`src/fspc_pkg.sv`:
```
// Purpose: Shared constants and types for the flash self-program call sequencer
// Assumes: 100 MHz core clock, byte-wide flash and RAM ports
// Notes: Register offsets are word-aligned byte addresses on the AXI4-Lite slave
package fspc_pkg;
  // ==========================================================
  // Entry points
  localparam logic [7:0] ENT_PAGE_ERASE = 8'h17;
  localparam logic [7:0] ENT_MASS_ERASE = 8'h1A;
  localparam logic [7:0] ENT_READ_BYTE = 8'h11;
  localparam logic [7:0] ENT_BLOCK_READ = 8'h26;
  localparam logic [7:0] ENT_WRITE_BYTE = 8'h14;
  localparam logic [7:0] ENT_BLOCK_WRITE = 8'h23;
  localparam logic [7:0] ENT_EXIT = 8'h62;
  localparam logic [7:0] ENT_SERIAL_ISP = 8'h00;
  // ==========================================================
  // Keys and limits
  localparam logic [7:0] MASS_CONFIRM_KEY = 8'h55;
  localparam logic [7:0] CALL_KEY_VALUE = 8'h98;
  localparam logic [3:0] KEY_WINDOW_CYC = 4'h6;
  localparam logic [7:0] BLOCK_WRITE_MAX = 8'h10;
  // ==========================================================
  // Register offsets (byte addresses)
  localparam logic [7:0] OFS_ADDR_HIGH = 8'h00;
  localparam logic [7:0] OFS_ADDR_LOW = 8'h04;
  localparam logic [7:0] OFS_READ_DATA = 8'h08;
  localparam logic [7:0] OFS_WRITE_DATA = 8'h0C;
  localparam logic [7:0] OFS_COUNT = 8'h10;
  localparam logic [7:0] OFS_KEY = 8'h14;
  localparam logic [7:0] OFS_TIMING = 8'h18;
  localparam logic [7:0] OFS_INDEX_X = 8'h1C;
  localparam logic [7:0] OFS_ACCUM = 8'h20;
  localparam logic [7:0] OFS_CALL = 8'h24;
  localparam logic [7:0] OFS_STATUS = 8'h28;
  // Status field positions
  localparam int ST_BUSY = 0;
  localparam int ST_REJECT = 1;
  localparam int ST_SERIAL = 2;
  localparam int ST_IRQ_BLOCK = 3;
  // Reset value and AXI response codes
  localparam logic [7:0] RST_BYTE = 8'h00;
  localparam logic [1:0] RESP_OKAY = 2'b00;
  localparam logic [1:0] RESP_SLVERR = 2'b10;
  // Flash operation commands on the array port
  typedef enum logic [2:0] {FOP_NONE, FOP_READ, FOP_PROG, FOP_PAGE_ERASE, FOP_MASS_ERASE}
    fspc_fop_t;
  // Flash array request bundle
  typedef struct packed {
    logic req;
    fspc_fop_t op;
    logic [15:0] addr;
    logic [7:0] wdata;
  } fspc_flash_req_t;
  // RAM request bundle
  typedef struct packed {
    logic req;
    logic we;
    logic [7:0] addr;
    logic [7:0] wdata;
  } fspc_ram_req_t;
endpackage

```
`src/fspc_top.sv`:
```
// Purpose: Sequencer behind the boot-ROM call entry points for flash self-programming
// Assumes: Flash and RAM ports answer with a one-cycle done/valid pulse
// Notes: Arguments are loaded over AXI4-Lite; writing the call register is the call
//
// Behaviour
// - Command chosen by boot call entry argument
// - 0x17 erases page at loaded address
// - 0x1A mass erase needs accumulator key 0x55
// - After mass erase enter serial ISP mode
// - 0x11 reads flash byte into read register
// - 0x26 block read, count 0 to 255
// - Block read copies flash to RAM at X
// - 0x14 programs write register byte at address
// - 0x23 block write, count 0 to 16
// - Block write takes RAM bytes from X
// - 0x62 exit resets the whole device
// - 0x00 enters serial ISP until serial exit
// - Call needs key loaded within 6 cycles
// - Interrupts blocked during routine, enable unchanged
//
// Implementation choices: the AXI4-Lite register port and the register addresses.
`timescale 1ns/10ps
module fspc_top (
  // System
  input wire logic clk_sys,
  input wire logic sys_rst,
  // AXI4-Lite slave
  input wire logic [7:0] s_axi_awaddr,
  input wire logic s_axi_awvalid,
  output logic s_axi_awready,
  input wire logic [31:0] s_axi_wdata,
  input wire logic [3:0] s_axi_wstrb,
  input wire logic s_axi_wvalid,
  output logic s_axi_wready,
  output logic [1:0] s_axi_bresp,
  output logic s_axi_bvalid,
  input wire logic s_axi_bready,
  input wire logic [7:0] s_axi_araddr,
  input wire logic s_axi_arvalid,
  output logic s_axi_arready,
  output logic [31:0] s_axi_rdata,
  output logic [1:0] s_axi_rresp,
  output logic s_axi_rvalid,
  input wire logic s_axi_rready,
  // Flash array port
  output fspc_pkg::fspc_flash_req_t flash_req_ff,
  input wire logic flash_done,
  input wire logic [7:0] flash_rdata,
  // RAM port
  output fspc_pkg::fspc_ram_req_t ram_req_ff,
  input wire logic ram_done,
  input wire logic [7:0] ram_rdata,
  // Core side
  output logic irq_block_ff,
  output logic call_return_ff,
  output logic device_reset_req_ff,
  output logic serial_isp_mode_ff,
  input wire logic serial_exit
);
  // ==========================================================
  // Sequencer states
  typedef enum logic [2:0] {S_IDLE, S_FLASH, S_RAM, S_DONE, S_SERIAL} fspc_state_t;
  fspc_state_t state_ff;
  // Argument registers
  logic [7:0] flash_addr_high_ff, flash_addr_low_ff, read_data_reg_ff, write_data_reg_ff;
  logic [7:0] transfer_count_reg_ff, call_key_reg_ff, write_timing_reg_ff, index_x_ff;
  logic [7:0] accum_ff;
  // Key age counter; saturates so a stale key cannot validate a call
  logic [3:0] key_age_ff;
  logic reject_ff;
  // Working copies during a block transfer
  logic [15:0] cur_addr_ff;
  logic [7:0] cur_ram_ff, remain_ff;
  logic [7:0] cmd_ff;
  logic [7:0] hold_ff;
  // Bus handshake holding
  logic aw_got_ff, w_got_ff;
  logic [7:0] aw_addr_ff;
  logic [31:0] w_data_ff;
  logic [3:0] w_strb_ff;
  logic wr_fire, call_fire, key_ok;
  logic [7:0] call_entry;

  // Decode a register byte address into a known/unknown flag
  function automatic logic is_mapped(input logic [7:0] a);
    is_mapped = (a <= fspc_pkg::OFS_STATUS) && (a[1:0] == 2'b00);
  endfunction

  // ==========================================================
  // AXI write channel: address and data taken in either order
  assign wr_fire = aw_got_ff && w_got_ff && !s_axi_bvalid;
  always_ff @(posedge clk_sys or posedge sys_rst)
  begin
    if (sys_rst)
    begin
      aw_got_ff <= 1'b0;
      w_got_ff <= 1'b0;
      aw_addr_ff <= fspc_pkg::RST_BYTE;
      w_data_ff <= 32'h0000_0000;
      w_strb_ff <= 4'h0;
      s_axi_awready <= 1'b0;
      s_axi_wready <= 1'b0;
      s_axi_bvalid <= 1'b0;
      s_axi_bresp <= fspc_pkg::RESP_OKAY;
    end
    else
    begin
      // Ready pulses one cycle when idle; single outstanding write
      s_axi_awready <= !aw_got_ff && !s_axi_awready && s_axi_awvalid;
      s_axi_wready <= !w_got_ff && !s_axi_wready && s_axi_wvalid;
      if (s_axi_awvalid && s_axi_awready)
      begin
        aw_got_ff <= 1'b1;
        aw_addr_ff <= s_axi_awaddr;
      end
      if (s_axi_wvalid && s_axi_wready)
      begin
        w_got_ff <= 1'b1;
        w_data_ff <= s_axi_wdata;
        w_strb_ff <= s_axi_wstrb;
      end
      if (wr_fire)
      begin
        s_axi_bvalid <= 1'b1;
        s_axi_bresp <= is_mapped(aw_addr_ff) ? fspc_pkg::RESP_OKAY : fspc_pkg::RESP_SLVERR;
        aw_got_ff <= 1'b0;
        w_got_ff <= 1'b0;
      end
      else if (s_axi_bvalid && s_axi_bready)
        s_axi_bvalid <= 1'b0;
    end
  end

  // ==========================================================
  // Call decode: a write to the call register with lane 0 is the call
  assign call_entry = w_data_ff[7:0];
  assign call_fire = wr_fire && (aw_addr_ff == fspc_pkg::OFS_CALL) && w_strb_ff[0];
  assign key_ok = (call_key_reg_ff == fspc_pkg::CALL_KEY_VALUE)
                  && (key_age_ff <= fspc_pkg::KEY_WINDOW_CYC);

  // Argument registers written by software
  always_ff @(posedge clk_sys or posedge sys_rst)
  begin
    if (sys_rst)
    begin
      flash_addr_high_ff <= fspc_pkg::RST_BYTE;
      flash_addr_low_ff <= fspc_pkg::RST_BYTE;
      write_data_reg_ff <= fspc_pkg::RST_BYTE;
      transfer_count_reg_ff <= fspc_pkg::RST_BYTE;
      call_key_reg_ff <= fspc_pkg::RST_BYTE;
      write_timing_reg_ff <= fspc_pkg::RST_BYTE;
      index_x_ff <= fspc_pkg::RST_BYTE;
      accum_ff <= fspc_pkg::RST_BYTE;
    end
    else if (wr_fire && w_strb_ff[0])
    begin
      // Address bytes are split as the caller loads them
      case (aw_addr_ff)
        fspc_pkg::OFS_ADDR_HIGH: flash_addr_high_ff <= w_data_ff[7:0];
        fspc_pkg::OFS_ADDR_LOW: flash_addr_low_ff <= w_data_ff[7:0];
        fspc_pkg::OFS_WRITE_DATA: write_data_reg_ff <= w_data_ff[7:0];
        fspc_pkg::OFS_COUNT: transfer_count_reg_ff <= w_data_ff[7:0];
        fspc_pkg::OFS_KEY: call_key_reg_ff <= w_data_ff[7:0];
        fspc_pkg::OFS_TIMING: write_timing_reg_ff <= w_data_ff[7:0];
        fspc_pkg::OFS_INDEX_X: index_x_ff <= w_data_ff[7:0];
        fspc_pkg::OFS_ACCUM: accum_ff <= w_data_ff[7:0];
        default: ;
      endcase
    end
  end

  // Key age: cleared on key load, saturates past the window
  always_ff @(posedge clk_sys or posedge sys_rst)
  begin
    if (sys_rst)
      key_age_ff <= 4'hF;
    else if (wr_fire && w_strb_ff[0] && aw_addr_ff == fspc_pkg::OFS_KEY)
      key_age_ff <= 4'h0;
    else if (call_fire)
      key_age_ff <= 4'hF; // A key validates one call only
    else if (key_age_ff != 4'hF)
      key_age_ff <= key_age_ff + 4'h1;
  end

  // ==========================================================
  // AXI read channel
  always_ff @(posedge clk_sys or posedge sys_rst)
  begin
    if (sys_rst)
    begin
      s_axi_arready <= 1'b0;
      s_axi_rvalid <= 1'b0;
      s_axi_rdata <= 32'h0000_0000;
      s_axi_rresp <= fspc_pkg::RESP_OKAY;
    end
    else
    begin
      s_axi_arready <= s_axi_arvalid && !s_axi_arready && !s_axi_rvalid;
      if (s_axi_arvalid && s_axi_arready)
      begin
        s_axi_rvalid <= 1'b1;
        s_axi_rresp <= is_mapped(s_axi_araddr) ? fspc_pkg::RESP_OKAY : fspc_pkg::RESP_SLVERR;
        case (s_axi_araddr)
          fspc_pkg::OFS_ADDR_HIGH: s_axi_rdata <= {24'h00_0000, flash_addr_high_ff};
          fspc_pkg::OFS_ADDR_LOW: s_axi_rdata <= {24'h00_0000, flash_addr_low_ff};
          fspc_pkg::OFS_READ_DATA: s_axi_rdata <= {24'h00_0000, read_data_reg_ff};
          fspc_pkg::OFS_WRITE_DATA: s_axi_rdata <= {24'h00_0000, write_data_reg_ff};
          fspc_pkg::OFS_COUNT: s_axi_rdata <= {24'h00_0000, transfer_count_reg_ff};
          fspc_pkg::OFS_KEY: s_axi_rdata <= {24'h00_0000, call_key_reg_ff};
          fspc_pkg::OFS_TIMING: s_axi_rdata <= {24'h00_0000, write_timing_reg_ff};
          fspc_pkg::OFS_INDEX_X: s_axi_rdata <= {24'h00_0000, index_x_ff};
          fspc_pkg::OFS_ACCUM: s_axi_rdata <= {24'h00_0000, accum_ff};
          fspc_pkg::OFS_STATUS: s_axi_rdata <= {28'h000_0000, irq_block_ff,
              serial_isp_mode_ff, reject_ff, state_ff != S_IDLE};
          default: s_axi_rdata <= 32'h0000_0000;
        endcase
      end
      else if (s_axi_rvalid && s_axi_rready)
        s_axi_rvalid <= 1'b0;
    end
  end

  // ==========================================================
  // Sequencer: one routine at a time; calls while busy are refused
  always_ff @(posedge clk_sys or posedge sys_rst)
  begin
    if (sys_rst)
    begin
      state_ff <= S_IDLE;
      flash_req_ff <= '0;
      ram_req_ff <= '0;
      read_data_reg_ff <= fspc_pkg::RST_BYTE;
      cur_addr_ff <= 16'h0000;
      cur_ram_ff <= fspc_pkg::RST_BYTE;
      remain_ff <= fspc_pkg::RST_BYTE;
      cmd_ff <= fspc_pkg::RST_BYTE;
      hold_ff <= fspc_pkg::RST_BYTE;
      reject_ff <= 1'b0;
      irq_block_ff <= 1'b0;
      call_return_ff <= 1'b0;
      device_reset_req_ff <= 1'b0;
      serial_isp_mode_ff <= 1'b0;
    end
    else
    begin
      call_return_ff <= 1'b0;
      flash_req_ff.req <= 1'b0;
      ram_req_ff.req <= 1'b0;
      case (state_ff)
        S_IDLE:
        begin
          if (call_fire)
          begin
            cmd_ff <= call_entry;
            cur_addr_ff <= {flash_addr_high_ff, flash_addr_low_ff};
            cur_ram_ff <= index_x_ff;
            remain_ff <= transfer_count_reg_ff;
            reject_ff <= 1'b0;
            if (!key_ok)
              reject_ff <= 1'b1;
            else
            begin
              irq_block_ff <= 1'b1;
              case (call_entry)
                fspc_pkg::ENT_PAGE_ERASE:
                begin
                  flash_req_ff <= '{1'b1, fspc_pkg::FOP_PAGE_ERASE,
                      {flash_addr_high_ff, flash_addr_low_ff}, 8'h00};
                  state_ff <= S_FLASH;
                end
                fspc_pkg::ENT_MASS_ERASE:
                begin
                  if (accum_ff == fspc_pkg::MASS_CONFIRM_KEY)
                  begin
                    flash_req_ff <= '{1'b1, fspc_pkg::FOP_MASS_ERASE, 16'h0000, 8'h00};
                    state_ff <= S_FLASH;
                  end
                  else
                    state_ff <= S_DONE;
                end
                fspc_pkg::ENT_READ_BYTE:
                begin
                  flash_req_ff <= '{1'b1, fspc_pkg::FOP_READ,
                      {flash_addr_high_ff, flash_addr_low_ff}, 8'h00};
                  state_ff <= S_FLASH;
                end
                fspc_pkg::ENT_WRITE_BYTE:
                begin
                  flash_req_ff <= '{1'b1, fspc_pkg::FOP_PROG,
                      {flash_addr_high_ff, flash_addr_low_ff}, write_data_reg_ff};
                  state_ff <= S_FLASH;
                end
                fspc_pkg::ENT_BLOCK_READ, fspc_pkg::ENT_BLOCK_WRITE:
                begin
                  // A count of zero finishes at once; write count above 16 refused
                  if (call_entry == fspc_pkg::ENT_BLOCK_WRITE
                      && transfer_count_reg_ff > fspc_pkg::BLOCK_WRITE_MAX)
                  begin
                    reject_ff <= 1'b1;
                    state_ff <= S_DONE;
                  end
                  else if (transfer_count_reg_ff == 8'h00)
                    state_ff <= S_DONE;
                  else if (call_entry == fspc_pkg::ENT_BLOCK_READ)
                  begin
                    flash_req_ff <= '{1'b1, fspc_pkg::FOP_READ,
                        {flash_addr_high_ff, flash_addr_low_ff}, 8'h00};
                    state_ff <= S_FLASH;
                  end
                  else
                  begin
                    ram_req_ff <= '{1'b1, 1'b0, index_x_ff, 8'h00};
                    state_ff <= S_RAM;
                  end
                end
                fspc_pkg::ENT_EXIT: device_reset_req_ff <= 1'b1;
                fspc_pkg::ENT_SERIAL_ISP:
                begin
                  serial_isp_mode_ff <= 1'b1;
                  state_ff <= S_SERIAL;
                end
                default:
                begin
                  reject_ff <= 1'b1;
                  state_ff <= S_DONE;
                end
              endcase
            end
          end
        end
        S_FLASH:
        begin
          // Wait for the array to finish before any next step
          if (flash_done)
          begin
            case (cmd_ff)
              fspc_pkg::ENT_READ_BYTE:
              begin
                read_data_reg_ff <= flash_rdata;
                state_ff <= S_DONE;
              end
              fspc_pkg::ENT_MASS_ERASE:
              begin
                serial_isp_mode_ff <= 1'b1;
                state_ff <= S_SERIAL;
              end
              fspc_pkg::ENT_BLOCK_READ:
              begin
                ram_req_ff <= '{1'b1, 1'b1, cur_ram_ff, flash_rdata};
                state_ff <= S_RAM;
              end
              fspc_pkg::ENT_BLOCK_WRITE:
              begin
                remain_ff <= remain_ff - 8'h01;
                cur_addr_ff <= cur_addr_ff + 16'h0001;
                cur_ram_ff <= cur_ram_ff + 8'h01;
                if (remain_ff == 8'h01)
                  state_ff <= S_DONE;
                else
                begin
                  ram_req_ff <= '{1'b1, 1'b0, cur_ram_ff + 8'h01, 8'h00};
                  state_ff <= S_RAM;
                end
              end
              default: state_ff <= S_DONE;
            endcase
          end
        end
        S_RAM:
        begin
          if (ram_done)
          begin
            if (cmd_ff == fspc_pkg::ENT_BLOCK_WRITE)
            begin
              hold_ff <= ram_rdata;
              flash_req_ff <= '{1'b1, fspc_pkg::FOP_PROG, cur_addr_ff, ram_rdata};
              state_ff <= S_FLASH;
            end
            else
            begin
              remain_ff <= remain_ff - 8'h01;
              cur_addr_ff <= cur_addr_ff + 16'h0001;
              cur_ram_ff <= cur_ram_ff + 8'h01;
              if (remain_ff == 8'h01)
                state_ff <= S_DONE;
              else
              begin
                flash_req_ff <= '{1'b1, fspc_pkg::FOP_READ, cur_addr_ff + 16'h0001, 8'h00};
                state_ff <= S_FLASH;
              end
            end
          end
        end
        S_DONE:
        begin
          // Return only once all flash work is over; enable state untouched
          call_return_ff <= 1'b1;
          irq_block_ff <= 1'b0;
          state_ff <= S_IDLE;
        end
        S_SERIAL:
        begin
          if (serial_exit)
            device_reset_req_ff <= 1'b1;
        end
        default: state_ff <= S_IDLE;
      endcase
    end
  end

  // ==========================================================
  // Checks
  rej_nokey_a: assert property (@(posedge clk_sys) disable iff (sys_rst)
    (state_ff == S_IDLE && call_fire && !key_ok) |=> reject_ff && state_ff == S_IDLE)
    else $error("call without fresh key was accepted");
  undef_noop_a: assert property (@(posedge clk_sys) disable iff (sys_rst)
    (state_ff == S_IDLE && call_fire && key_ok && call_entry == 8'h55)
    |=> !flash_req_ff.req && !ram_req_ff.req)
    else $error("undefined entry started an operation");
  irq_busy_a: assert property (@(posedge clk_sys) disable iff (sys_rst)
    (state_ff == S_FLASH || state_ff == S_RAM) |-> irq_block_ff)
    else $error("interrupts not blocked while routine runs");
  ret_done_a: assert property (@(posedge clk_sys) disable iff (sys_rst)
    call_return_ff |-> $past(state_ff) == S_DONE && !irq_block_ff)
    else $error("return without completion");
  mass_key_a: assert property (@(posedge clk_sys) disable iff (sys_rst)
    (flash_req_ff.req && flash_req_ff.op == fspc_pkg::FOP_MASS_ERASE)
    |-> $past(accum_ff) == fspc_pkg::MASS_CONFIRM_KEY)
    else $error("mass erase without confirmation key");
  mass_serial_a: assert property (@(posedge clk_sys) disable iff (sys_rst)
    (state_ff == S_FLASH && flash_done && cmd_ff == fspc_pkg::ENT_MASS_ERASE)
    |=> serial_isp_mode_ff && !call_return_ff)
    else $error("mass erase did not enter serial mode");
  exit_reset_a: assert property (@(posedge clk_sys) disable iff (sys_rst)
    (state_ff == S_IDLE && call_fire && key_ok && call_entry == fspc_pkg::ENT_EXIT)
    |=> device_reset_req_ff)
    else $error("exit did not request reset");
  blkw_limit_a: assert property (@(posedge clk_sys) disable iff (sys_rst)
    (state_ff == S_IDLE && call_fire && key_ok && call_entry == fspc_pkg::ENT_BLOCK_WRITE
     && transfer_count_reg_ff > fspc_pkg::BLOCK_WRITE_MAX) |=> ##[0:1] call_return_ff)
    else $error("oversize block write not refused");
  read_cap_a: assert property (@(posedge clk_sys) disable iff (sys_rst)
    (state_ff == S_FLASH && flash_done && cmd_ff == fspc_pkg::ENT_READ_BYTE)
    |=> read_data_reg_ff == $past(flash_rdata))
    else $error("read byte not captured");
  cov_blkr_c: cover property (@(posedge clk_sys) disable iff (sys_rst)
    ram_req_ff.req && ram_req_ff.we);
  cov_blkw_c: cover property (@(posedge clk_sys) disable iff (sys_rst)
    flash_req_ff.req && cmd_ff == fspc_pkg::ENT_BLOCK_WRITE);
  cov_serial_c: cover property (@(posedge clk_sys) disable iff (sys_rst) serial_isp_mode_ff);
endmodule

```
`config.mk`:
```
export PLATFORM = sky130hd
export DESIGN_NAME = fspc_top
export DESIGN_NICKNAME = d
export VERILOG_FILES = /design/src/fspc_pkg.sv /design/src/fspc_top.sv
export SDC_FILE = /design/constraint.sdc
export NUM_CORES = 1
export LEC_CHECK = 0
export ABC_AREA = 1
export BUFFER_PORTS_ARGS = -buffer_cell sky130_fd_sc_hd__buf_4
export CORE_MARGIN = 4
export CORE_UTILIZATION = 30
export CTS_BUF_LIST = sky130_fd_sc_hd__clkbuf_8
export CTS_CLUSTER_SIZE = 28
export DETAILED_ROUTE_END_ITERATION = 10
export GPL_TIMING_DRIVEN = 0
export PLACE_DENSITY = 0.51
export SLEW_MARGIN = 20
export SYNTH_ARGS = -nofsm -noshare
export SYNTH_HDL_FRONTEND = slang
export SYNTH_SLANG_ARGS = --single-unit
```
`constraint.sdc`:
```
create_clock -name clk_sys -period 8.1 [get_ports clk_sys]
set_input_delay 1.215 -clock clk_sys [delete_from_list [all_inputs] [get_ports clk_sys]]
set_output_delay 1.215 -clock clk_sys [all_outputs]
set_load 0.005 [all_outputs]
```
* After elaboration in Yosys (flattened, before gate mapping) *
Index checks and enable logic that the tools add are counted.

cells by class
  reductions and logical operators = 66
  magnitude comparators = 4
  mux-type cells = 85
  $add $sub $neg = 4
  equal/unequal tests = 59
  bitwise operators = 1

operators by type and width
  kind                                                              number
  28-bit 2-to-1 mux                                                 9
  18-bit 2-to-1 mux                                                 8
  28-bit case mux with 5 select lines                               1
  8-bit by 5-bit == test with 1-bit output (second input constant)  14
  16-bit 2-to-1 mux                                                 5
  8-bit 2-to-1 mux                                                  10
  8-bit case mux with 10 select lines                               1
  18-bit case mux with 2 select lines                               2
  8-bit by 6-bit == test with 1-bit output (second input constant)  8
  28-bit case mux with 2 select lines                               1
  16-bit case mux with 3 select lines                               1
  8-bit case mux with 3 select lines                                2
  8-bit zero test                                                   4
  8-bit by 4-bit == test with 1-bit output (second input constant)  3
  2-bit != test (second input constant)                             12
  1-bit 2-to-1 mux                                                  23
  1-bit logical AND                                                 21
  10-bit AND reduction                                              2
  3-bit != test (second input constant)                             6
  2-bit AND reduction                                               9
  6-bit AND reduction                                               3
  16-bit by 1-bit adder with 16-bit output (second input constant)  1
  8-bit by 3-bit == test with 1-bit output (second input constant)  2
  8-bit by 7-bit == test with 1-bit output (second input constant)  2
  other kinds (33)                                                  69

word-level totals
  logic and storage cells = 260
  register bits after elaboration = 230

* Depth between registers and ports, before layout *
  word-level depth = 8
  depth in mapped cells = 13
  mapped depth without buffers = 13

* Worst setup path before layout *
Ideal clock, no wire load.

  path kind = in2reg
  from = input port s_axi_araddr[7]
  to = register s_axi_rdata[1]
  data arrival time = 2.307 ns
  stages = 9
  setup time = 0.065 ns
  path buffers = 1
  required time = 8.035 ns
  path slack = 5.728 ns
  cell sequence = nor2_1 > nand3_1 > or2_2 > clkbuf_1 > o21ai_0 > nor2_1 > nand3b_1 > nand2_1 > nand2_1

between the ends
  cells in the longest elaborated chain, start to end = 2

ends and longest elaborated chain
  what                                                                    RTL line         source
  from (decl)                                                             fspc_top.sv:38   input wire logic [7:0] s_axi_araddr,
  8-bit by 6-bit == test with 1-bit output, or another cell as far along  fspc_top.sv:203  case (s_axi_araddr)
  8-bit case mux with 10 select lines (*)                                 fspc_top.sv:203
  to (signal assigned)                                                    fspc_top.sv:204  fspc_pkg::OFS_ADDR_HIGH: s_axi_rdata <= {24'h00_0000, flash_addr_high_ff};
  to (signal assigned)                                                    fspc_top.sv:205  fspc_pkg::OFS_ADDR_LOW: s_axi_rdata <= {24'h00_0000, flash_addr_low_ff};
  to (signal assigned)                                                    fspc_top.sv:206  fspc_pkg::OFS_READ_DATA: s_axi_rdata <= {24'h00_0000, read_data_reg_ff};
  to (decl)                                                               fspc_top.sv:41   output logic [31:0] s_axi_rdata,

Every way passes the cells marked *; elsewhere a longest branch is shown, timed or not.
A chain may end at the register's enable or synchronous reset.

* Worst setup path in the final report *
  from = register irq_block_ff
  to = output port irq_block_ff

RTL lines
  what                    RTL line         source
  from (decl)             fspc_top.sv:54   output logic irq_block_ff,
  from (signal assigned)  fspc_top.sv:239  irq_block_ff <= 1'b0;
  from (signal assigned)  fspc_top.sv:263  irq_block_ff <= 1'b1;
  from (signal assigned)  fspc_top.sv:398  irq_block_ff <= 1'b0;

No word-level cell between the ends.

==> metrics.md <==
| Metric | Value |
|---|---|
| Slowest CP cell | dfrtp_1 |
| Final Hold Viols | 0 |
| Pin count of the biggest net entering global routing | 93 |
| CP Max Fanout | 3 |
| Largest regs | flash_req_ff x28, ram_req_ff x18, cur_addr_ff x16 |
| Initial antenna violation count | 0 |
| Min-Delay Path Class | reg2reg |
| Clock Power Share | 0.283 |
| Initial DRC count | 733 |
| Delay-heaviest family, CP | flip-flops |
| Floorplan core area | 0.0354 mm^2 |
| I/O pins | 169 |
| YS warnings | 0 |
| Peak supply drop | 0.126 mV |
| Top FF cell, synth | dfrtp_1 |
| CTS sink cnt | between 200 and 250 |
| Vert. Die Dim | 197 um |
| Slew HR | 0.448 |
| Reg power frac | 0.424 |
| Cells after DPL | ~2000 |
| Worst path max stage delay | 500 ps |
| Cells after Synth | 1416 |
| Die W | approximately 200 um |
| Clock transition at the registers of the reported paths | 60 ps |
| Cell Area, Synth | roughly 0.011 mm^2 |
| CTS tree | yes |
| Run status | finished, final reports clean |
| Antenna diodes | 0 |
| Skew-Pair Late Insertion Delay | 550 ps |
| Dominant cell by count in the synthesized netlist | nand2_1 |
| Worst path cell trace | buf_4 |
| Yosys top cell area share | 0.466 |
| Top post-synthesis cells by area | dfrtp_1 47%, nand2_1 15%, o21ai_0 7.6% |
| DRC errors left | 0 |
| Slew Limit Fails | 0 |
| Total CTS buffers | 39 |
| Max Cap Viol | 0 |
| Crit Path Class | reg2out |
| Port bufs | 115 |
| Fmax | 413 MHz |
| Crit. End Element | primary output |
| Asr flop ratio synth | 1.00 |
| Max reg flops | 28 |
| Psw | 1.31 mW |
| Worst EP required | 6880 ps |
| HPWL after detailed placement | 27700 um |
| Post-layout power | between 3 and 4 mW |
| Post-synthesis register bit count | 204 |
| Mean post-synth cell area | 7.58 um^2 |
| Post-CTS sizing | 0 |
| Worst path bufs/invs | 1 |
| Register area share after synthesis | 0.476 |
| First-pass GRT wire length | 55800 um |
| Comb pwr share | 0.293 |
| Hold buffer count at cts | 0 |
| Vias | 10100 |
| Post-Route WL | 36200 um |
| Row count | between 60 and 70 |
| Full die area | 0.0389 mm^2 |
| Drt wl/cell | 17.4 um |
| Layout area overhead | 21.8% |
| Final setup vio count | 0 |
| RSZ-0062 raised after global routing | false |
| H-tree levels | 2 |
| Root Buffer | clkbuf_8 |
| Top cells by count, synth | 418 x nand2_1, 200 x dfrtp_1, 163 x o21ai_0, 127 x nand3_1, 125 x inv_1 |
| CP Launch Type | flip-flop |
| Setup TNS | 0 ps |
| LEAKAGE | roughly 6.3 nW |
| Fin crit period | around 2400 ps |
| Gr ovfl total | 0 |
| Gpl congestion | 0.915 |
| Final design utilization | 0.369 |
| Crit path DAT | 1210 ps |
| Clock skew | 16.8 ps |
| First drt pass iteration count | 5 |
| Vias in the first global route | 9799 |
| Share of cells above drive strength 1 | 0.154 |
| Tcrit/Tclk final | 0.299 |
| Clk buf depth | 3 |
| Largest area contributor in the netlist | dfrtp_1 |
| Least-Margin Pin Slew | 829 ps |
| Initial Util | 0.303 |
| Post-Place Worst Slack | 5050 ps |
| Drt via density | 4.84 |
| P_int | 2.21 mW |
| GR Util All Layers | 0.182 |
| # fillers | 3820 |
| Nets@finish | 1683 |
| Most flop-heavy register | flash_req_ff |
| Switch share | 0.372 |
| Synth cell types | 41 |
| Post-DRT Antenna Nets | 0 |
| Fin cells | approximately 2100 |
| Number of setup buffers added after CTS | 0 |
| PnR worst setup slack | 5680 ps |
| EDFF count, synth | 0 |
| PwrDens | 269 mW/mm^2 |
cell type report:
class                      count  area [um^2]  area share
sequential                   204         5110       0.391
multi-input combinational   1023         4740       0.362
timing repair buffer         117          918      0.0702
clock buffer                  46          633      0.0484
tap                          461          577      0.0441
inverter                     137          522      0.0399
buffer                        77          465      0.0356
clock inverter                20          111     0.00852
stage by stage:
stage	instance area, um^2	hold WS (ps)
global route	13100	470
CTS	13100	462
detailed placement	12300	450
floorplan	10800	444
finish	13100	458
global placement	12300	446
placed cells by master (no fill, tap or decap), drive strengths merged, types with 14 or more instances in the layout:
cell,Yosys,routed
nor3,15,15
nor2,123,123
nand3,130,130
buf,47,164
conb,1,26
xor2,14,14
dfrtp,200,200
clkbuf,30,76
inv,132,149
nand2,422,422
nand4,41,41
o21ai,192,192
routing by layer:
metal | track usage | part of all wire
met2 | 0.300 | 0.47
met1 | 0.247 | 0.45
met3 | 0.0276 | 0.055
met4 | 0.0611 | 0.031
met5 | 0 | 0
worst paths after layout:
kind / start / end / slack [ps] / depth (start not counted)
worst max register to register: cmd_ff[6] / flash_req_ff[3] / 5760 / 9
worst max-delay path: irq_block_ff / irq_block_ff / 5680 / 1
min in group asynchronous: sys_rst / s_axi_wready / 670 / 2
worst min register to register: s_axi_wready / s_axi_wready / 460 / 1
max in group asynchronous: sys_rst / flash_req_ff[16] / 6610 / 3
worst min-delay path: s_axi_wready / s_axi_wready / 460 / 1
logic make-up after synthesis:
family | Yosys count | synth area share
AND/OR/NAND/NOR | 743 | 0.298
other | 1 | 0.000349
adder cells (fa/ha/maj) | 6 | 0.00699
flip-flops | 204 | 0.476
XOR/XNOR | 17 | 0.0139
buffers and inverters | 214 | 0.0913
AO/OA/AOI/OAI | 231 | 0.113
power groups by stage:
stage                     logic [mW]  clock network, mW  registers, mW
after floorplan                0.653                  0           1.44
after global placement          1.02                  0           1.51
after detailed placement        1.04                  0           1.51
after CTS                       1.04               1.02           1.49
after global routing            1.17               1.06           1.53
final                           1.03              0.996           1.49
No activity file was read; power rests on OpenSTA's default activity.
